**config.mk**
```make
export PLATFORM = sky130hd
export DESIGN_NAME = cpwm_top
export DESIGN_NICKNAME = d
export VERILOG_FILES = /design/src/inc/cpwm_pkg.sv /design/src/hw/cpwm_quad.sv /design/src/hw/cpwm_top.sv
export VERILOG_INCLUDE_DIRS = /design/src /design/src/inc
export SDC_FILE = /design/constraint.sdc
export NUM_CORES = 1
export LEC_CHECK = 0
export BUFFER_PORTS_ARGS = -buffer_cell sky130_fd_sc_hd__clkbuf_2
export CORE_MARGIN = 3
export CORE_UTILIZATION = 40
export CTS_CLUSTER_DIAMETER = 120
export DETAILED_ROUTE_END_ITERATION = 8
export MAX_ROUTING_LAYER = met4
export PLACE_DENSITY = 0.53
export REMOVE_ABC_BUFFERS = 1
export SYNTH_ARGS = -nofsm -noshare
export SYNTH_HDL_FRONTEND = slang
export SYNTH_SLANG_ARGS = --single-unit
```
**constraint.sdc**
```tcl
create_clock -name clk -period 10.45 [get_ports clk]
set_clock_uncertainty 0.05 [all_clocks]
set_input_delay 1.045 -clock clk [delete_from_list [all_inputs] [get_ports clk]]
set_output_delay 1.045 -clock clk [all_outputs]
set_load 0.01 [all_outputs]
```
**src/inc/cpwm_regs.svh**
```systemverilog
// Register offsets, field positions, reset values and encodings for the complementary PWM / phase counter.
// Assumes a 32-bit APB slave with one aligned word per register.
`ifndef CPWM_REGS_SVH
`define CPWM_REGS_SVH

// ============================================================
// Register byte offsets
`define CPWM_OFF_START      12'h000
`define CPWM_OFF_FUNC       12'h004
`define CPWM_OFF_OUTCTL     12'h008
`define CPWM_OFF_CH3_CNT    12'h00c
`define CPWM_OFF_CH4_CNT    12'h010
`define CPWM_OFF_CH3_LIM    12'h014
`define CPWM_OFF_CH3_TR     12'h018
`define CPWM_OFF_CH4_TRA    12'h01c
`define CPWM_OFF_CH4_TRB    12'h020
`define CPWM_OFF_BUF3       12'h024
`define CPWM_OFF_BUF4A      12'h028
`define CPWM_OFF_BUF4B      12'h02c
`define CPWM_OFF_STATUS     12'h030
`define CPWM_OFF_CH2_CNT    12'h034
`define CPWM_OFF_CH2_CTL    12'h038
`define CPWM_OFF_CH2_GA     12'h03c
`define CPWM_OFF_CH2_GB     12'h040

// ============================================================
// Field positions
`define CPWM_RUN_CH2_BIT    2
`define CPWM_RUN_CH3_BIT    3
`define CPWM_RUN_CH4_BIT    4
`define CPWM_CMD_LSB        0
`define CPWM_BUFEN_BIT      2
`define CPWM_PHASE_BIT      3
`define CPWM_OUTPUT_LEVEL_SELECT_BIT       0
`define CPWM_OLS4_BIT       1
`define CPWM_ST_MATCHA3     0
`define CPWM_ST_OVF4        1
`define CPWM_ST_MATCHA2     2
`define CPWM_ST_MATCHB2     3
`define CPWM_ST_OVF2        4
`define CPWM_CCLR_LSB       0

// ============================================================
// Reset values and encodings
`define CPWM_CMD_COMPL      2'b10
`define CPWM_OUTCTL_RST     2'b11
`define CPWM_CNT_RST        16'h0000
`define CPWM_GR_RST         16'hffff
`define CPWM_CNT_MAX        16'hffff
`define CPWM_CCLR_A         2'b01
`define CPWM_CCLR_B         2'b10

`endif

```
**src/inc/cpwm_pkg.sv**
```systemverilog
// Types shared by the complementary PWM / phase counter design.
// Assumes nothing beyond the register header.
package cpwm_pkg;
    typedef logic [15:0] cpwm_cnt_type;
    typedef enum logic [1:0] {
        CPWM_PH_IDLE,
        CPWM_PH_COUNT
    } cpwm_phase_state_type;
endpackage

```
**src/hw/cpwm_quad.sv**
```systemverilog
// Quadrature decoder for channel 2: one count step per edge of either input.
// Assumes both inputs already synchronous to clk.
`timescale 1ns/1ps
module cpwm_quad
    import cpwm_pkg::*;
(
    input  wire logic clk,
    input  wire logic rst,
    input  wire logic enable,
    input  wire logic quad_in_a,
    input  wire logic quad_in_b,
    output logic      step,
    output logic      up
);
    logic a_q;
    logic b_q;
    cpwm_phase_state_type state_q;

    wire a_rise = quad_in_a & ~a_q;
    wire a_fall = ~quad_in_a & a_q;
    wire b_rise = quad_in_b & ~b_q;
    wire b_fall = ~quad_in_b & b_q;
    // ============================================================
    // Direction table; both edges of both inputs count
    wire up_ev  = (b_rise & ~quad_in_a) | (a_rise & quad_in_b) | (b_fall & quad_in_a) | (a_fall & ~quad_in_b);
    wire dn_ev  = (b_rise & quad_in_a) | (a_rise & ~quad_in_b) | (b_fall & ~quad_in_a) | (a_fall & quad_in_b);

    // First cycle after enable only takes the levels, no false edge
    wire live   = enable & (state_q == CPWM_PH_COUNT);

    always_ff @(posedge clk or posedge rst) begin
        if (rst) begin
            a_q     <= 1'b0;
            b_q     <= 1'b0;
            state_q <= CPWM_PH_IDLE;
        end else begin
            a_q <= quad_in_a;
            b_q <= quad_in_b;
            case (state_q)
                CPWM_PH_IDLE:  state_q <= enable ? CPWM_PH_COUNT : CPWM_PH_IDLE;
                CPWM_PH_COUNT: state_q <= enable ? CPWM_PH_COUNT : CPWM_PH_IDLE;
                default:       state_q <= CPWM_PH_IDLE;
            endcase
        end
    end

    assign step = live & (up_ev | dn_ev);
    assign up   = up_ev;
endmodule

```
**src/hw/cpwm_top.sv**
```systemverilog
// Complementary PWM on channels 3/4 and phase counting on channel 2, APB register slave.
// Assumes a single 125 MHz clock, ch3/ch4 counters stepping once per clock, quadrature inputs synchronous.
// Contract
// - Compl mode drives three complementary output pairs
// - Both counters count up and down
// - Each transition register drives its pair
// - Reverse at limit match and underflow
// - Outputs change on counter/transition matches
// - Transition above limit gives 0/100 percent
// - Overshoot/undershoot before reversing; flags follow
// - Match A flag only while counting up
// - Overflow flag only on ch4 underflow
// - Buffers load at top match, underflow
// - Channel 2 counts quadrature, ignores prescaler
// - Channel 2 clear, compare, flags stay active
// - Count every edge of both inputs
// - Level select bits invert outputs
//
// Implementation choices: the register offsets and the APB register port.
`timescale 1ns/1ps
`include "cpwm_regs.svh"
module cpwm_top
    import cpwm_pkg::*;
(
    input  wire logic        clk,
    input  wire logic        rst,
    input  wire logic        psel,
    input  wire logic        penable,
    input  wire logic        pwrite,
    input  wire logic [11:0] paddr,
    input  wire logic [31:0] pwdata,
    output logic      [31:0] prdata,
    output logic             pready,
    output logic             pslverr,
    input  wire logic        quad_in_a,
    input  wire logic        quad_in_b,
    output logic             pwm_out1,
    output logic             pwm_out1_n,
    output logic             pwm_out2,
    output logic             pwm_out2_n,
    output logic             pwm_out3,
    output logic             pwm_out3_n
);
    // ============================================================
    // Registers
    logic [4:0]   run_q;
    logic [3:0]   func_q;
    logic [1:0]   outctl_q;
    cpwm_cnt_type c3_q;
    cpwm_cnt_type c4_q;
    cpwm_cnt_type c2_q;
    logic         down_q;
    cpwm_cnt_type lim_q;
    cpwm_cnt_type tr_q [3];
    cpwm_cnt_type buf_q [3];
    cpwm_cnt_type ga2_q;
    cpwm_cnt_type gb2_q;
    logic [1:0]   cclr_q;
    logic [4:0]   st_q;
    logic [2:0]   pair_q;
    logic [31:0]  prdata_q;
    logic         pready_q;
    logic         pslverr_q;
    logic [5:0]   pins_q;

    // ============================================================
    // APB decode; answer one cycle into the access phase
    wire acc    = psel & penable & ~pready_q;
    wire wr     = acc & pwrite;
    wire [15:0] wd = pwdata[15:0];
    wire hit    = (paddr[1:0] == 2'b00) && (paddr <= `CPWM_OFF_CH2_GB);
    wire wr_run = wr && paddr == `CPWM_OFF_START;
    wire wr_fn  = wr && paddr == `CPWM_OFF_FUNC;
    wire wr_oc  = wr && paddr == `CPWM_OFF_OUTCTL;
    wire wr_c3  = wr && paddr == `CPWM_OFF_CH3_CNT;
    wire wr_c4  = wr && paddr == `CPWM_OFF_CH4_CNT;
    wire wr_lim = wr && paddr == `CPWM_OFF_CH3_LIM;
    wire wr_st  = wr && paddr == `CPWM_OFF_STATUS;
    wire wr_c2  = wr && paddr == `CPWM_OFF_CH2_CNT;
    wire wr_cl  = wr && paddr == `CPWM_OFF_CH2_CTL;
    wire wr_ga  = wr && paddr == `CPWM_OFF_CH2_GA;
    wire wr_gb  = wr && paddr == `CPWM_OFF_CH2_GB;

    // ============================================================
    // Complementary counter control
    wire compl  = func_q[`CPWM_CMD_LSB +: 2] == `CPWM_CMD_COMPL;
    wire bufen  = func_q[`CPWM_BUFEN_BIT];
    wire run34  = compl & run_q[`CPWM_RUN_CH3_BIT] & run_q[`CPWM_RUN_CH4_BIT];
    // Top match is taken while c3 leaves the limit value, so c3 overshoots to limit+1 first
    wire top    = run34 & ~down_q & (c3_q == lim_q);
    // Underflow: c4 steps 0000 -> ffff, then turns and climbs
    wire bottom = run34 & down_q & (c4_q == `CPWM_CNT_RST);
    wire dir_dn = top ? 1'b1 : (bottom ? 1'b0 : down_q);
    // Counters keep stepping in the old direction on the reversal cycle
    wire cpwm_cnt_type c3_d = down_q ? c3_q - 16'h0001 : c3_q + 16'h0001;
    wire cpwm_cnt_type c4_d = down_q ? c4_q - 16'h0001 : c4_q + 16'h0001;

    // Per-pair match: pair 1 leads on c3 then c4; the others follow the same sequence
    logic [2:0] set_ev;
    logic [2:0] clr_ev;
    genvar g;
    generate
        for (g = 0; g < 3; g++) begin : gen_pair
            // A value above the limit never matches, pair stays fixed
            wire in_rng = tr_q[g] <= lim_q;
            wire m4     = run34 & in_rng & (c4_q == tr_q[g]);
            // Up: c3 match ends the negative phase, c4 match starts positive
            // Down: c4 match ends positive, c3 match starts negative
            assign set_ev[g] = ~down_q & m4;
            assign clr_ev[g] = down_q & m4;
        end
    endgenerate
    // Complement leg is cut by c3 going up and restored by c3 going down
    logic [2:0] nset_ev;
    logic [2:0] nclr_ev;
    generate
        for (g = 0; g < 3; g++) begin : gen_npair
            wire in_rng = tr_q[g] <= lim_q;
            wire m3     = run34 & in_rng & (c3_q == tr_q[g]);
            assign nclr_ev[g] = ~down_q & m3;
            assign nset_ev[g] = down_q & m3;
        end
    endgenerate

    // Leg state: bit g positive leg, pair_q is held as positive active; complement tracked separately
    logic [2:0] npair_q;
    wire [2:0] pair_d  = (pair_q | set_ev) & ~clr_ev;
    wire [2:0] npair_d = (npair_q | nset_ev) & ~nclr_ev;
    // Level select inverts active level per channel
    wire output_level_select = outctl_q[`CPWM_OUTPUT_LEVEL_SELECT_BIT];
    wire ols4 = outctl_q[`CPWM_OLS4_BIT];
    wire lvl1   = pair_q[0] ~^ output_level_select;
    wire lvl1_n = npair_q[0] ~^ output_level_select;
    wire lvl2   = pair_q[1] ~^ ols4;
    wire lvl2_n = npair_q[1] ~^ ols4;
    wire lvl3   = pair_q[2] ~^ ols4;
    wire lvl3_n = npair_q[2] ~^ ols4;
    // Outside the mode every pin rests low
    wire [5:0] pins_d = compl ? {lvl3, lvl3_n, lvl2, lvl2_n, lvl1, lvl1_n} : 6'h00;

    // ============================================================
    // Channel 2 phase counting
    logic q_step;
    logic q_up;
    wire phase = func_q[`CPWM_PHASE_BIT] & run_q[`CPWM_RUN_CH2_BIT];
    cpwm_quad u_quad (
        .clk       (clk),
        .rst       (rst),
        .enable    (phase),
        .quad_in_a (quad_in_a),
        .quad_in_b (quad_in_b),
        .step      (q_step),
        .up        (q_up)
    );
    // Prescaler and edge settings have no effect here; only the decoder steps the counter
    wire ma2 = q_step & (c2_q == ga2_q);
    wire mb2 = q_step & (c2_q == gb2_q);
    wire wrap2 = q_step & (q_up ? c2_q == `CPWM_CNT_MAX : c2_q == `CPWM_CNT_RST);
    wire clr2 = (ma2 & cclr_q == `CPWM_CCLR_A) | (mb2 & cclr_q == `CPWM_CCLR_B);
    wire cpwm_cnt_type c2_d = clr2 ? `CPWM_CNT_RST :
        (q_step ? (q_up ? c2_q + 16'h0001 : c2_q - 16'h0001) : c2_q);

    // ============================================================
    // Status flags
    // Hardware set wins over a software clear in the same cycle
    wire [4:0] st_set = {wrap2, mb2, ma2, bottom, top};
    wire [4:0] st_d   = (wr_st ? (st_q & pwdata[4:0]) : st_q) | st_set;

    // ============================================================
    // Read mux
    logic [31:0] rd;
    always_comb begin
        rd = 32'h0000_0000;
        case (paddr)
            `CPWM_OFF_START:   rd = {27'h0, run_q};
            `CPWM_OFF_FUNC:    rd = {28'h0, func_q};
            `CPWM_OFF_OUTCTL:  rd = {30'h0, outctl_q};
            `CPWM_OFF_CH3_CNT: rd = {16'h0, c3_q};
            `CPWM_OFF_CH4_CNT: rd = {16'h0, c4_q};
            `CPWM_OFF_CH3_LIM: rd = {16'h0, lim_q};
            `CPWM_OFF_CH3_TR:  rd = {16'h0, tr_q[0]};
            `CPWM_OFF_CH4_TRA: rd = {16'h0, tr_q[1]};
            `CPWM_OFF_CH4_TRB: rd = {16'h0, tr_q[2]};
            `CPWM_OFF_BUF3:    rd = {16'h0, buf_q[0]};
            `CPWM_OFF_BUF4A:   rd = {16'h0, buf_q[1]};
            `CPWM_OFF_BUF4B:   rd = {16'h0, buf_q[2]};
            `CPWM_OFF_STATUS:  rd = {27'h0, st_q};
            `CPWM_OFF_CH2_CNT: rd = {16'h0, c2_q};
            `CPWM_OFF_CH2_CTL: rd = {30'h0, cclr_q};
            `CPWM_OFF_CH2_GA:  rd = {16'h0, ga2_q};
            `CPWM_OFF_CH2_GB:  rd = {16'h0, gb2_q};
            default:           rd = 32'h0000_0000;
        endcase
    end

    // ============================================================
    // Transition registers and their buffers
    generate
        for (g = 0; g < 3; g++) begin : gen_tr
            wire wr_tr = wr && paddr == (`CPWM_OFF_CH3_TR + 12'(4 * g));
            wire wr_bf = wr && paddr == (`CPWM_OFF_BUF3 + 12'(4 * g));
            // Direct writes are honoured but glitch-prone mid-cycle; buffers are the safe path
            wire xfer  = bufen & (top | bottom);
            always_ff @(posedge clk or posedge rst) begin
                if (rst) begin
                    tr_q[g]  <= `CPWM_GR_RST;
                    buf_q[g] <= `CPWM_GR_RST;
                end else begin
                    tr_q[g]  <= wr_tr ? wd : (xfer ? buf_q[g] : tr_q[g]);
                    buf_q[g] <= wr_bf ? wd : buf_q[g];
                end
            end
        end
    endgenerate

    // ============================================================
    // Counters and control
    always_ff @(posedge clk or posedge rst) begin
        if (rst) begin
            run_q    <= 5'h00;
            func_q   <= 4'h0;
            outctl_q <= `CPWM_OUTCTL_RST;
            lim_q    <= `CPWM_GR_RST;
            ga2_q    <= `CPWM_GR_RST;
            gb2_q    <= `CPWM_GR_RST;
            cclr_q   <= 2'b00;
            st_q     <= 5'h00;
        end else begin
            run_q    <= wr_run ? pwdata[4:0] : run_q;
            func_q   <= wr_fn ? pwdata[3:0] : func_q;
            outctl_q <= wr_oc ? pwdata[1:0] : outctl_q;
            lim_q    <= wr_lim ? wd : lim_q;
            ga2_q    <= wr_ga ? wd : ga2_q;
            gb2_q    <= wr_gb ? wd : gb2_q;
            cclr_q   <= wr_cl ? pwdata[1:0] : cclr_q;
            st_q     <= st_d;
        end
    end

    // Software presets win over a step; the margin only holds if both counters are written while stopped
    always_ff @(posedge clk or posedge rst) begin
        if (rst) begin
            c3_q   <= `CPWM_CNT_RST;
            c4_q   <= `CPWM_CNT_RST;
            down_q <= 1'b0;
        end else begin
            c3_q   <= wr_c3 ? wd : (run34 ? c3_d : c3_q);
            c4_q   <= wr_c4 ? wd : (run34 ? c4_d : c4_q);
            down_q <= run34 ? dir_dn : 1'b0;
        end
    end

    // Channel 2 moves only on decoded steps or a software write
    always_ff @(posedge clk or posedge rst) begin
        if (rst) begin
            c2_q <= `CPWM_CNT_RST;
        end else begin
            c2_q <= wr_c2 ? wd : c2_d;
        end
    end

    // ============================================================
    // Pins and bus response
    // Positive legs start off and complements on, so no overlap at mode entry
    always_ff @(posedge clk or posedge rst) begin
        if (rst) begin
            pair_q  <= 3'b000;
            npair_q <= 3'b111;
            pins_q  <= 6'h00;
        end else begin
            pair_q  <= run34 ? pair_d : 3'b000;
            npair_q <= run34 ? npair_d : 3'b111;
            pins_q  <= pins_d;
        end
    end

    always_ff @(posedge clk or posedge rst) begin
        if (rst) begin
            prdata_q  <= 32'h0000_0000;
            pready_q  <= 1'b0;
            pslverr_q <= 1'b0;
        end else begin
            prdata_q  <= acc ? rd : 32'h0000_0000;
            pready_q  <= acc;
            pslverr_q <= acc & ~hit;
        end
    end

    assign prdata     = prdata_q;
    assign pready     = pready_q;
    assign pslverr    = pslverr_q;
    assign pwm_out1_n = pins_q[0];
    assign pwm_out1   = pins_q[1];
    assign pwm_out2_n = pins_q[2];
    assign pwm_out2   = pins_q[3];
    assign pwm_out3_n = pins_q[4];
    assign pwm_out3   = pins_q[5];
endmodule

```
# Word level (Yosys, flattened, before mapping)
# Index checks and enable logic that the tools add are counted.
# word_totals
ff_bits	261
latch_bits	0
ramBits	0
mem_bits_ro	0
output_inout_bits	40
mem_count	0
# classes
add_sub_neg	6
multipliers	0
div_mod_pow	0
order_cmp	4
n_eq_ne	31
shifts	0
n_mux	28
n_bitwise	82
reduce_logical	30
# ops
op	count
$pmux 16 s17	1
$mux 16	16
$eq 16x16->1	9
$eq 12x6->1 const B	8
$and 1x1->1	52
$add 16x1->16 const B	3
$eq 12x5->1 const B	4
$le 16x16->1	3
$sub 16x1->16 const B	3
$logic_not 16->1	2
$mux 32	1
$eq 12x4->1 const B	2
$logic_and 1x1->1	18
$eq 16x16->1 const B	1
$eq 12x3->1 const B	1
$eq 12x7->1 const B	1
$le 12x7->1 const B	1
$logic_not 12->1	1
$reduce_bool 2->1	5
$or 1x1->1	9
$not 1->1	7
$and 3x3->3	2
$mux 3	2
$mux 6	1
other kinds (14)	28

# Depth between registers and ports, before layout
# Gate-level depths: netlist of the first run.
# depth
depth_word	13
ltp_mapped	14
mapped_depth_nobuf	14

# Cells and area by module
# From an unflattened synthesis of the first run, not the netlist that was laid out.
# hier_totals
hier_cells	1769
hier_area_um2	17021.3
# modules_own_cells
module	instances	cells_each	area_per_inst_um2	seq_area_each_um2
cpwm_top	1	1756	16882.4	6217.2
cpwm_quad	1	13	138.9	75.1

# Worst setup path after synthesis of the first run
# No wires, ideal clock.
# synth_path
path_kind	input to register
from	input quad_in_b
to	register c2_q[14]
setup_ns	0.077
t_arrival_ns	3.847
t_required_ns	10.323
path_slack_ns	6.476
cell_stages	14
cell_sequence	nor2_1 a211oi_1 a21oi_1 inv_1 fa_1 nor2b_1 o21ai_1 a21boi_1 o2111a_1 nor3_1 o31ai_1 xor2_1 o21ai_1 a21oi_1
# synth_via
elab_chain_len	12
word_cells_on_any_way	29
classes_between	mux (4); bitwise (24); reduce/logical (1)
# synth_rtl
element	line	source
start, declared	cpwm_top.sv:36	input wire logic quad_in_b,
$and 1x1->1 or $not 1->1 (tied branches)	n/a	
$and 1x1->1 (on tied branches)	cpwm_quad.sv:25, cpwm_quad.sv:22, cpwm_quad.sv:26	
$or 1x1->1, or another cell as far along	cpwm_quad.sv:25	wire up_ev = (b_rise & ~quad_in_a) | (a_rise & quad_in_b) | (b_fall & quad_in_a) | (a_fall & ~quad_in_b);
$or 1x1->1 (on tied branches) (2 in series)	cpwm_quad.sv:25, cpwm_quad.sv:26	
$or 1x1->1	cpwm_quad.sv:47	assign step = live & (up_ev | dn_ev);
$and 1x1->1	cpwm_quad.sv:47	
$and 1x1->1 (on tied branches)	cpwm_top.sv:156, cpwm_top.sv:157	
$and 1x1->1 (no line)	n/a	
$or 1x1->1	cpwm_top.sv:159	wire clr2 = (ma2 & cclr_q == `CPWM_CCLR_A) | (mb2 & cclr_q == `CPWM_CCLR_B);
$mux 16	cpwm_top.sv:160	wire cpwm_cnt_type c2_d = clr2 ? `CPWM_CNT_RST :
$mux 16	cpwm_top.sv:258	c2_q <= wr_c2 ? wd : c2_d;
end signal, assigned	cpwm_top.sv:256	c2_q <= `CPWM_CNT_RST;
end signal, assigned	cpwm_top.sv:258	
end, declared	cpwm_top.sv:51	cpwm_cnt_type c2_q;
# Parallel ways exist; a longest one is shown, timed or not. The select of a mux whose other input is x is not followed.
# A chain may end at the register's enable or synchronous reset.

# Worst setup path in the final report of the first run
# layout_path
from	input paddr[8]
to	register tr_q[12] (netlist bit)
# layout_via
elab_chain_len	3
word_cells_on_any_way	4
classes_between	eq/ne (1); mux (1); reduce/logical (2)
# layout_rtl
element	line	source
start, declared	cpwm_top.sv:30	input wire logic [11:0] paddr,
$eq 12x6->1 *	cpwm_top.sv:200	wire wr_tr = wr && paddr == (`CPWM_OFF_CH3_TR + 12'(4 * g));
$logic_and 1x1->1 *	cpwm_top.sv:200	
$mux 16 or $reduce_bool 2->1 (tied branches)	n/a	
end signal, assigned by index	cpwm_top.sv:206	tr_q[g] <= `CPWM_GR_RST;
end signal, assigned by index	cpwm_top.sv:209	tr_q[g] <= wr_tr ? wd : (xfer ? buf_q[g] : tr_q[g]);
end, declared	cpwm_top.sv:54	cpwm_cnt_type tr_q [3];
# Every way passes the cells marked *; elsewhere a longest branch is shown, timed or not.

==> impl_metrics.json, run 1 <==
{
  "status": "completed",
  "powerDensity_nw_per_um2": 118,
  "min_period_ps": 3600,
  "vdd_drop_max_mv": 0.106,
  "viasPerCell": 5.97,
  "cts_root_buf": "clkbuf_16",
  "crit_slowest_cell": "nor3_4",
  "synth_cells": 1688,
  "grt_max_degree": 124,
  "antenna_found_initial": 1,
  "critPathMaxFanout": 22,
  "seq_area_frac_synth_pct": 38.1,
  "vias": 13300,
  "coreArea_um2": 40300,
  "nFillCells": 3884,
  "start_kind": "input port",
  "worst_slew_margin_rel_pct": 20.2,
  "routabilityCongestion": 0.971,
  "fin_nets": 1824,
  "cts_max_level": 1,
  "grt_pass1_vias": 13000,
  "cts_tree": "done",
  "synth_ff_type": "dfstp_2",
  "final_cells": 2228,
  "startpoint": "paddr[8]",
  "syn_area_per_cell_um2": 9.80,
  "grt-ovfl-total": 0,
  "hold_viol_final": 0,
  "max_stage_delay_ps": 720,
  "dr.pass1.iters": 6,
  "crit_chain": "clkbuf_2 -> nor4_2 -> nand2_2 -> nor2_4 -> nand3b_2 -> nor3_4 -> nand2_1 -> buf_4 -> nor2_1 -> a21oi_1",
  "placementRows": 73,
  "ys_ff_latch": 244,
  "cts_hold_repair.buffers": 0,
  "endpoint_kind": "register",
  "r2r_start": "func_q[0]$_DFFE_PP0P_",
  "synth-async-reset-ratio_pct": 100,
  "die_w_um": 209,
  "grt_first_pass_wirelength_um": 85500,
  "hold_path.class": "reg -> reg",
  "cts_buffers": 29,
  "dp_hpwl_um": 40900,
  "drv_slew": 0,
  "finalSetupTns_ps": 0,
  "synthDistinctLibCells": 79,
  "rsz0062_at_grt": "false",
  "clk_latency_ps": 560,
  "post_cts_buffers": 0,
  "worst_pin_slew_ps": 1190,
  "ant_nets": 0,
  "yosys_warnings": 0,
  "start_util_pct": 41.0,
  "io_buffer_count": 58,
  "drt_iter0_drc": 1080,
  "syn2layout_area_growth_pct": 9.69,
  "fmax_mhz": 278,
  "route.detailed.drc": 0,
  "ctsResizeCount": 0,
  "critPathKind": "in -> reg",
  "dp.cells": 2174,
  "finalSetupViolCount": 0,
  "p_leak_nw": 7.92,
  "io_pins": 91,
  "clk_pin_slew_ps": 60,
  "layout-drive-gt1-share_pct": 22.5,
  "required_ps": 10870,
  "dieArea_um2": 43800,
  "dieHeight_um": 209,
  "r2r_slack_ps": 7050,
  "final_util_pct": 45.0,
  "netlist_area_um2": 16500,
  "numClockSinks": 244,
  "synth_top_area_share_pct": 23.7,
  "grt.total_usage_pct": 26.3,
  "cap_violations": 0,
  "clockBufferDepth": 3,
  "crit_arrival_ps": 4020,
  "yosys.area.top_type": "dfstp_2",
  "synth-edff-count": 0,
  "hp-start": "pready$_DFF_PP0_",
  "post-route-period-util_pct": 34.4,
  "finalWirelength_um": 56800,
  "wire_per_inst_um": 25.5,
  "synthTopCellsByArea": "dfstp_2 (24%), dfrtp_1 (14%), xnor2_1 (8.0%)"
}
[cell usage in the layout (no fill, tap or decap), types with 10 or more instances in the layout]
master	count
nand2_1	126
inv_1	34
o21a_1	10
clkbuf_16	30
nor3_1	23
o21ai_1	23
nor2_1	116
dfstp_2	149
o21ai_0	70
dfrtp_1	95
buf_4	23
ha_1	90
nor4_1	19
a21oi_1	97
a221oi_1	11
clkbuf_2	58
mux2i_1	60
conb_1	16
a31oi_1	26
a222oi_1	17
mux2_2	63
nand3_1	21
a21o_1	28
xnor2_1	151
mux2_1	50
nand4_1	46
xor2_1	37
clkbuf_8	10
a22oi_1	39
[power by group]
group / total [mW] / internal (mW) / switching (mW)
clock: 1.08 / 0.668 / 0.416
combinational: 0.110 / 0.0292 / 0.0811
sequential: 0.953 / 0.950 / 0.00307
[stage by stage]
stage	setup slack, ps	power, mW	instance area (um^2)	hold slack [ps]
finish	6850	2.15	18100	412
global route	6660	2.21	18100	441
CTS	6900	2.17	18100	418
detailed placement	6330	1.08	17100	425
global placement	6340	1.08	17100	410
floorplan	2900	1.02	15900	414
[cell families after synthesis]
| kind of cell | share of synthesized area [%] |
|---|---|
| flip-flops | 38.1 |
| other | 0.0227 |
| AND/OR/NAND/NOR | 12.9 |
| AO/OA/AOI/OAI | 15.0 |
| multiplexers | 12.1 |
| buffers and inverters | 4.74 |
| adder cells (fa/ha/maj) | 7.17 |
| XOR/XNOR | 9.96 |
[registers in the layout, indices dropped and copies added, names as in the netlist]
register	count
buf_q	48
c2_q	16
c3_q	16
c4_q	16
cclr_q	2
down_q	1
func_q	4
ga2_q	16
gb2_q	16
lim_q	16
npair_q	3
outctl_q	2
pair_q	3
pins_q	6
prdata	16
pready	1
pslverr	1
run_q	5
st_q	5
tr_q	48
u_quad.a_q	1
u_quad.b_q	1
u_quad.state_q	1
[synthesized netlist by cell type (35+ instances only)]
cell type    n
xnor2_1    151
dfstp_2    149
nand2_1    126
nor2_1     116
a21oi_1     97
dfrtp_1     95
ha_1        90
clkbuf_1    83
o21ai_0     70
mux2_2      63
mux2i_1     60
mux2_1      50
nand4_1     46
a22oi_1     39
xor2_1      37
inv_1       35
[worst max-delay path, delay by kind of cell]
| kind | cells | cell delay [ps] |
|---|---|---|
| buffers and inverters | 2 | 460 |
| and+or+nand+nor | 7 | 2430 |
| AOI/OAI and AO/OA | 1 | 60 |
[worst paths after layout]
check,to,depth (start not counted)
hold / removal,pslverr$_DFF_PP0_,1
setup reg to reg,tr_q[44]$_DFFE_PP1P_,10
setup / recovery,tr_q[12]$_DFFE_PP1P_,10
hold reg to reg,pslverr$_DFF_PP0_,1
max in group asynchronous,pins_q[2]$_DFF_PP0_,3
min in group asynchronous,prdata[13]$_DFF_PP0_,2
[routing by layer]
layer | vias to the layer above | track usage (%) | part of all wire, %
met5 | - | - | 0
met4 | 0 | 6.37 | 2.7
met3 | 95 | 3.36 | 5.5
met2 | 429 | 42.4 | 47
met1 | 6705 | 35.5 | 44
li1 | 6077 | - | -
[layout make-up]
type	instances	area, um^2	area share, %
inverters	37	146	0.807
well taps	525	657	3.62
clock buffers	47	915	5.04
diodes	1	2.50	0.0138
repair buffers	82	483	2.66
flip-flops and latches	244	6290	34.7
clock inverters	6	109	0.600
multi-input cells	1286	9530	52.6
Note: power is estimated with default switching activity, not from simulation.
==> inputs of run 2 (changes only) <==
--- a/config.mk
+++ b/config.mk
@@ -12,7 +12,7 @@
 export CTS_CLUSTER_DIAMETER = 120
 export DETAILED_ROUTE_END_ITERATION = 8
 export MAX_ROUTING_LAYER = met4
-export PLACE_DENSITY = 0.53
+export PLACE_DENSITY = 0.55
 export REMOVE_ABC_BUFFERS = 1
 export SYNTH_ARGS = -nofsm -noshare
 export SYNTH_HDL_FRONTEND = slang
==> constraint.sdc (replaced) <==
create_clock -name clk -period 3.1 [get_ports clk]
set_clock_uncertainty 0.05 [all_clocks]
set_input_delay 0.31 -clock clk [delete_from_list [all_inputs] [get_ports clk]]
set_output_delay 0.31 -clock clk [all_outputs]
set_load 0.01 [all_outputs]
==> impl_metrics.json, run 2 (synthesized netlist as in run 1, its figures left out) <==
{
  "status": "completed",
  "grt-ovfl-total": 0,
  "cts_max_level": 1,
  "endpoint": "c2_q[15]$_DFFE_PP0P_",
  "crit_arrival_ps": 3390,
  "p_int_mw": 5.55,
  "numClockSinks": 244,
  "num_antenna_cells": 0,
  "place_area_um2": 17700,
  "layout_common_cells": "xnor2_1 (151), dfstp_2 (149), nand2_1 (126)",
  "grt.total_usage_pct": 26.6,
  "r2r_slack_ps": 110,
  "cap_violations": 0,
  "post-route-period-util_pct": 96.5,
  "crit_slowest_cell": "dfrtp_1",
  "grt_first_pass_wirelength_um": 86500,
  "min_period_ps": 2990,
  "critPathKind": "reg -> reg",
  "startpoint": "u_quad.a_q$_DFF_PP0_",
  "ant_nets": 0,
  "final_util_pct": 46.8,
  "die_w_um": 209,
  "swShare_pct": 24.1,
  "hold_path.class": "in -> reg",
  "finalSetupViolCount": 0,
  "viasPerCell": 5.88,
  "critPathMaxFanout": 8,
  "fmax_mhz": 334,
  "cts_tree": "done",
  "rsz0062_at_grt": "true",
  "routabilityCongestion": 0.970,
  "powerDensity_nw_per_um2": 388,
  "worst_pin_slew_ps": 876,
  "coreArea_um2": 40300,
  "final_cells": 2305,
  "drv_slew": 0,
  "dp_slack_ps": -25.8,
  "route.detailed.drc": 0,
  "io_pins": 91,
  "dp.cells": 2241,
  "p_sw_mw": 1.76,
  "fin_nets": 1900,
  "layout-drive-gt1-share_pct": 26.2,
  "clk_pin_slew_ps": 60,
  "worst_slack_ps": 108,
  "start_kind": "register",
  "grt_max_degree": 76,
  "placementRows": 73,
  "dp_hpwl_um": 42900,
  "wire_per_inst_um": 25.1,
  "start_util_pct": 41.0,
  "syn2layout_area_growth_pct": 13.9,
  "final_common_cell": "xnor2_1",
  "vias": 13600,
  "reg_top3": "buf_q (48), tr_q (48)",
  "clockBufferDepth": 3,
  "drt_iter0_drc": 1122,
  "timing.rr.end": "c2_q[15]$_DFFE_PP0P_",
  "grt_pass1_vias": 13600,
  "endpoint_kind": "register",
  "antenna_found_initial": 0,
  "crit_path_frequent_cell": "a211oi_2",
  "cts_buffers": 30,
  "cts_root_buf": "clkbuf_16",
  "dr.pass1.iters": 6,
  "power_frac_clock_pct": 50.4,
  "r2r_start": "u_quad.a_q$_DFF_PP0_",
  "p_leak_nw": 8.30,
  "clk_latency_ps": 570,
  "finalWirelength_um": 58000,
  "p_seq_share_pct": 43.9,
  "required_ps": 3500,
  "r2r_cells": 14,
  "power_mw": 7.31,
  "dieArea_um2": 43800,
  "crit_chain": "nor2_1 -> a211oi_2 -> a21oi_1 -> buf_4 -> ha_4 -> a2111oi_4 -> o21ai_1 -> nand3_1 -> a211oi_2 -> a41o_1 -> o41ai_2 -> xnor2_1 -> a21boi_1 -> a2bb2oi_2",
  "dieHeight_um": 209,
  "io_buffer_count": 58,
  "pwr-share-comb_pct": 5.7,
  "max_stage_delay_ps": 420,
  "vdd_drop_max_mv": 0.382,
  "hold_viol_final": 0,
  "worst_slew_margin_rel_pct": 41.3,
  "finalInstanceArea_um2": 18800
}
run 2: cell count changes in the layout (fill, tap and decap cells not counted), moves of 2 or more:
cell	delta
a211oi_2	+3
clkbuf_8	-5
inv_6	+2
buf_12	+3
ha_4	+2
clkbuf_16	+3
ha_1	-3
a211oi_1	-3
buf_4	+67
dlygate4sd3_1	+5
clkinv_2	+2
run 2: power groups by stage:
| stage | registers (mW) | clock network [mW] | logic, mW |
|---|---|---|---|
| 6_report | 3.21 | 3.69 | 0.413 |
| 2_1_floorplan | 3.26 | 0 | 0.188 |
| 3_5_place_dp | 3.26 | 0 | 0.398 |
| 4_1_cts | 3.21 | 3.76 | 0.405 |
| 5_1_grt | 3.21 | 3.90 | 0.449 |
| 3_3_place_gp | 3.26 | 0 | 0.393 |
run 2: per-layer routing:
metal  track usage (%)  wire length [um]  vias to the layer above
met5                 -                 0                        -
met4              8.22              1970                        0
met3              3.45              3490                       95
met2              42.8             27300                      458
met1              35.1             25200                     6783
li1                  -                 -                     6223
run 2: through the flow:
| step | setup TNS (ps) | hold WS [ps] |
|---|---|---|
| global route | -142 | 127 |
| detailed placement | -25.8 | 398 |
| finish | 0 | 124 |
| CTS | 0 | 79.8 |
| floorplan | -685360 | 291 |
| global placement | 0 | 395 |
run 2: repair_timing:
item                                    4_1_cts  5_1_grt
setup buffers                                 1        2
endpoints found under the setup margin        1        6
pin swaps                                     1       15
hold endpoints to repair                     19        0
hold buffers                                  5        0
gates resized for setup                       0       14
run 2: area by class of cell:
cell class,instances,area (um^2)
fillers,3785,21400
multi-input cells,1286,9610
flip-flops and latches,244,6290
repair buffers,157,1100
clock buffers,46,925
well taps,525,657
inverters,37,146
clock inverters,10,114
run 2: worst max-delay path, delay by kind of cell, from the launching register on:
family / cells / cell delay [ps]
compound gates: 9 / 1640
flops: 1 / 420
simple gates: 2 / 220
fa+ha+maj: 1 / 190
buf+inv: 1 / 180
xor+xnor: 1 / 180
run 2: worst min path at each step:
| stage | from | endpoint | slack (ps) | cells past startpoint |
|---|---|---|---|---|
| final | pwdata[5] | tr_q[21]$_DFFE_PP1P_ | 120 | 3 |
| after global routing | pwdata[6] | tr_q[22]$_DFFE_PP1P_ | 130 | 3 |
| after CTS | pwdata[5] | tr_q[21]$_DFFE_PP1P_ | 80 | 3 |
| after detailed placement | rst | st_q[1]$_DFF_PP0_ | 400 | 2 |
| after global placement | rst | st_q[0]$_DFF_PP0_ | 400 | 2 |
| after floorplan | quad_in_a | u_quad.a_q$_DFF_PP0_ | 290 | 0 |
==> inputs of run 3 (changes only) <==
--- a/config.mk
+++ b/config.mk
@@ -16,4 +16,5 @@
 export REMOVE_ABC_BUFFERS = 1
 export SYNTH_ARGS = -nofsm -noshare
 export SYNTH_HDL_FRONTEND = slang
+export SYNTH_HIERARCHICAL = 1
 export SYNTH_SLANG_ARGS = --single-unit
==> impl_metrics.json, run 3 <==
{
  "final_cells": 2397,
  "dieArea_um2": 45100,
  "grt_max_degree": 87,
  "num_antenna_cells": 0,
  "route.detailed.drc": 0,
  "synthSimpleGateAreaFrac_pct": 13.6,
  "fin_nets": 1986,
  "start_kind": "register",
  "muxShareOfSynthArea_pct": 13.3,
  "dr.pass1.iters": 6,
  "p_sw_mw": 1.75,
  "yosys_warnings": 6,
  "status": "completed",
  "synth_compound_area_share_pct": 14.6,
  "dieHeight_um": 212,
  "dp_hpwl_um": 46200,
  "synth_xor_area_share_pct": 9.21,
  "finalWirelength_um": 60500,
  "crit_chain": "buf_12 -> ha_1 -> a211oi_1 -> nor2_1 -> o41ai_2 -> buf_4 -> o211ai_1 -> a41oi_1 -> xor2_1 -> o21ai_0 -> mux2_2",
  "layout-drive-gt1-share_pct": 28.4,
  "routabilityCongestion": 1.01,
  "p_int_mw": 5.54,
  "critPathKind": "reg -> reg",
  "cts_tree": "done",
  "r2r_cells": 11,
  "ys_ff_latch": 244,
  "synth_top_area_share_pct": 23.0,
  "layout_common_cells": "dfstp_2 (149), nor2_1 (140), xnor2_1 (137)",
  "synthDistinctLibCells": 77,
  "clockBufferDepth": 3,
  "worst_slew_margin_rel_pct": 53.6,
  "pwr-share-comb_pct": 6.2,
  "antenna_found_initial": 1,
  "synth-async-reset-ratio_pct": 100,
  "grt-ovfl-total": 0,
  "nFillCells": 3959,
  "vdd_drop_max_mv": 0.453,
  "clk_pin_slew_ps": 60,
  "seq_area_frac_synth_pct": 37.0,
  "synth-edff-count": 0,
  "cts_max_level": 1,
  "required_ps": 3500,
  "synth_cells": 1769,
  "placementRows": 74,
  "io_pins": 91,
  "dp.cells": 2338,
  "powerDensity_nw_per_um2": 378,
  "numClockSinks": 244,
  "cts_root_buf": "clkbuf_16",
  "netlist_area_um2": 17000,
  "post-route-period-util_pct": 94.7,
  "cap_violations": 0,
  "yosys-top-cells-count": "dfstp_2 (149), nor2_1 (141), a21oi_1 (139)",
  "synth_top_family_by_area": "compound AO/OA/AOI/OAI gates",
  "fmax_mhz": 340,
  "worst_slack_ps": 163,
  "power_mw": 7.29,
  "syn_area_per_cell_um2": 9.62,
  "crit_slowest_cell": "dfrtp_1",
  "die_w_um": 212,
  "vias": 14200,
  "synth_fa_ha_area_share_pct": 6.97,
  "start_util_pct": 41.1,
  "max_stage_delay_ps": 440,
  "synth.most_common_cell": "dfstp_2",
  "r2r_slack_ps": 160,
  "timing.rr.end": "c3_q[13]$_DFFE_PP0P_",
  "coreArea_um2": 41400,
  "power_frac_clock_pct": 49.8,
  "endpoint_kind": "register",
  "grt_pass1_vias": 14000,
  "final_common_cell": "dfstp_2",
  "post_cts_buffers": 0,
  "grt.total_usage_pct": 27.5,
  "cts_buffers": 29,
  "p_leak_nw": 8.62,
  "clk_latency_ps": 570,
  "hold_viol_final": 0,
  "final_util_pct": 46.6,
  "hold_path.class": "in -> async",
  "yosys.area.top_type": "dfstp_2",
  "swShare_pct": 24.0,
  "reg_top3": "buf_q (48), tr_q (48)",
  "worst_pin_slew_ps": 679,
  "crit_arrival_ps": 3340,
  "synth_ff_type": "dfstp_2",
  "critPathMaxFanout": 31,
  "min_period_ps": 2940,
  "viasPerCell": 5.91,
  "ant_nets": 0,
  "drt_iter0_drc": 1312,
  "finalSetupViolCount": 0,
  "syn2layout_area_growth_pct": 13.3,
  "grt_first_pass_wirelength_um": 90800,
  "rsz0062_at_grt": "true",
  "io_buffer_count": 58,
  "dp_slack_ps": -92.1,
  "r2r_start": "down_q$_DFFE_PP0P_",
  "wire_per_inst_um": 25.2,
  "synthTopCellsByArea": "dfstp_2 (23%), dfrtp_1 (14%), mux2_2 (7.3%)",
  "drv_slew": 0,
  "p_seq_share_pct": 44.1
}
-- run 3: logic make-up (layout without fill, tap and decap cells) --
logic type / Yosys count / in the layout
adder cells (fa/ha/maj): 93 / 93
XOR/XNOR: 179 / 179
flip-flops: 244 / 244
other: 1 / 16
buffers and inverters: 191 / 272
multiplexers: 206 / 206
AND/OR/NAND/NOR: 458 / 458
AO/OA/AOI/OAI: 397 / 397
-- run 3: final cells by class --
| type | count | area (um^2) | area share (%) |
|---|---|---|---|
| clock inverter | 15 | 186 | 0.967 |
| sequential | 244 | 6290 | 32.6 |
| tap | 532 | 666 | 3.45 |
| multi-input combinational | 1349 | 9930 | 51.5 |
| clock buffer | 39 | 823 | 4.27 |
| inverter | 46 | 180 | 0.934 |
| timing repair buffer | 172 | 1210 | 6.27 |
-- run 3: per-layer routing --
| metal | routed length [um] | share of wire [%] | global-route usage [%] |
|---|---|---|---|
| met1 | 26700 | 44 | 37.1 |
| met2 | 28300 | 47 | 43.9 |
| met3 | 3460 | 5.7 | 2.92 |
| met4 | 2020 | 3.3 | 8.26 |
| met5 | 0 | 0 | - |
-- run 3: stage by stage --
stage | hold WS, ps | setup TNS (ps) | cell area [um^2]
2_1_floorplan | 13.6 | -639500 | 16400
3_3_place_gp | 191 | -102 | 18200
3_5_place_dp | 203 | -228 | 18200
4_1_cts | 120 | 0 | 19300
5_1_grt | 165 | -43.9 | 19300
6_report | 155 | 0 | 19300
-- run 3: repair_timing --
action,4_1_cts,5_1_grt
resized for setup,0,12
setup endpoints to repair,0,12
endpoints found under the hold margin,48,0
hold buffers,5,0
-- run 3: how the worst max path moves through the flow --
stage	from	slack, ps	end	cells past startpoint
6_report	down_q$_DFFE_PP0P_	160	c3_q[13]$_DFFE_PP0P_	11
5_1_grt	u_quad/a_q$_DFF_PP0_	-40	c2_q[15]$_DFFE_PP0P_	13
4_1_cts	u_quad/a_q$_DFF_PP0_	0.08	c2_q[15]$_DFFE_PP0P_	13
3_5_place_dp	quad_in_a	-90	c2_q[12]$_DFFE_PP0P_	15
3_3_place_gp	quad_in_a	-50	c2_q[12]$_DFFE_PP0P_	15
2_1_floorplan	rst	-3630	c2_q[0]$_DFFE_PP0P_	1
-- run 3: power groups by stage --
stage	registers (mW)	clock network (mW)	logic, mW
finish	3.21	3.63	0.449
global route	3.21	3.80	0.489
global placement	3.26	0	0.436
floorplan	3.26	0	0.209
detailed placement	3.26	0	0.439
CTS	3.21	3.67	0.445
-- run 3: critical path, delay by kind of cell (launching register included) --
| family | cells | cell delay (ps) |
|---|---|---|
| buf+inv | 2 | 390 |
| compound gates | 5 | 1030 |
| fa+ha+maj | 1 | 300 |
| flops | 1 | 440 |
| simple gates | 1 | 120 |
| xor+xnor | 1 | 220 |
| mux | 1 | 270 |
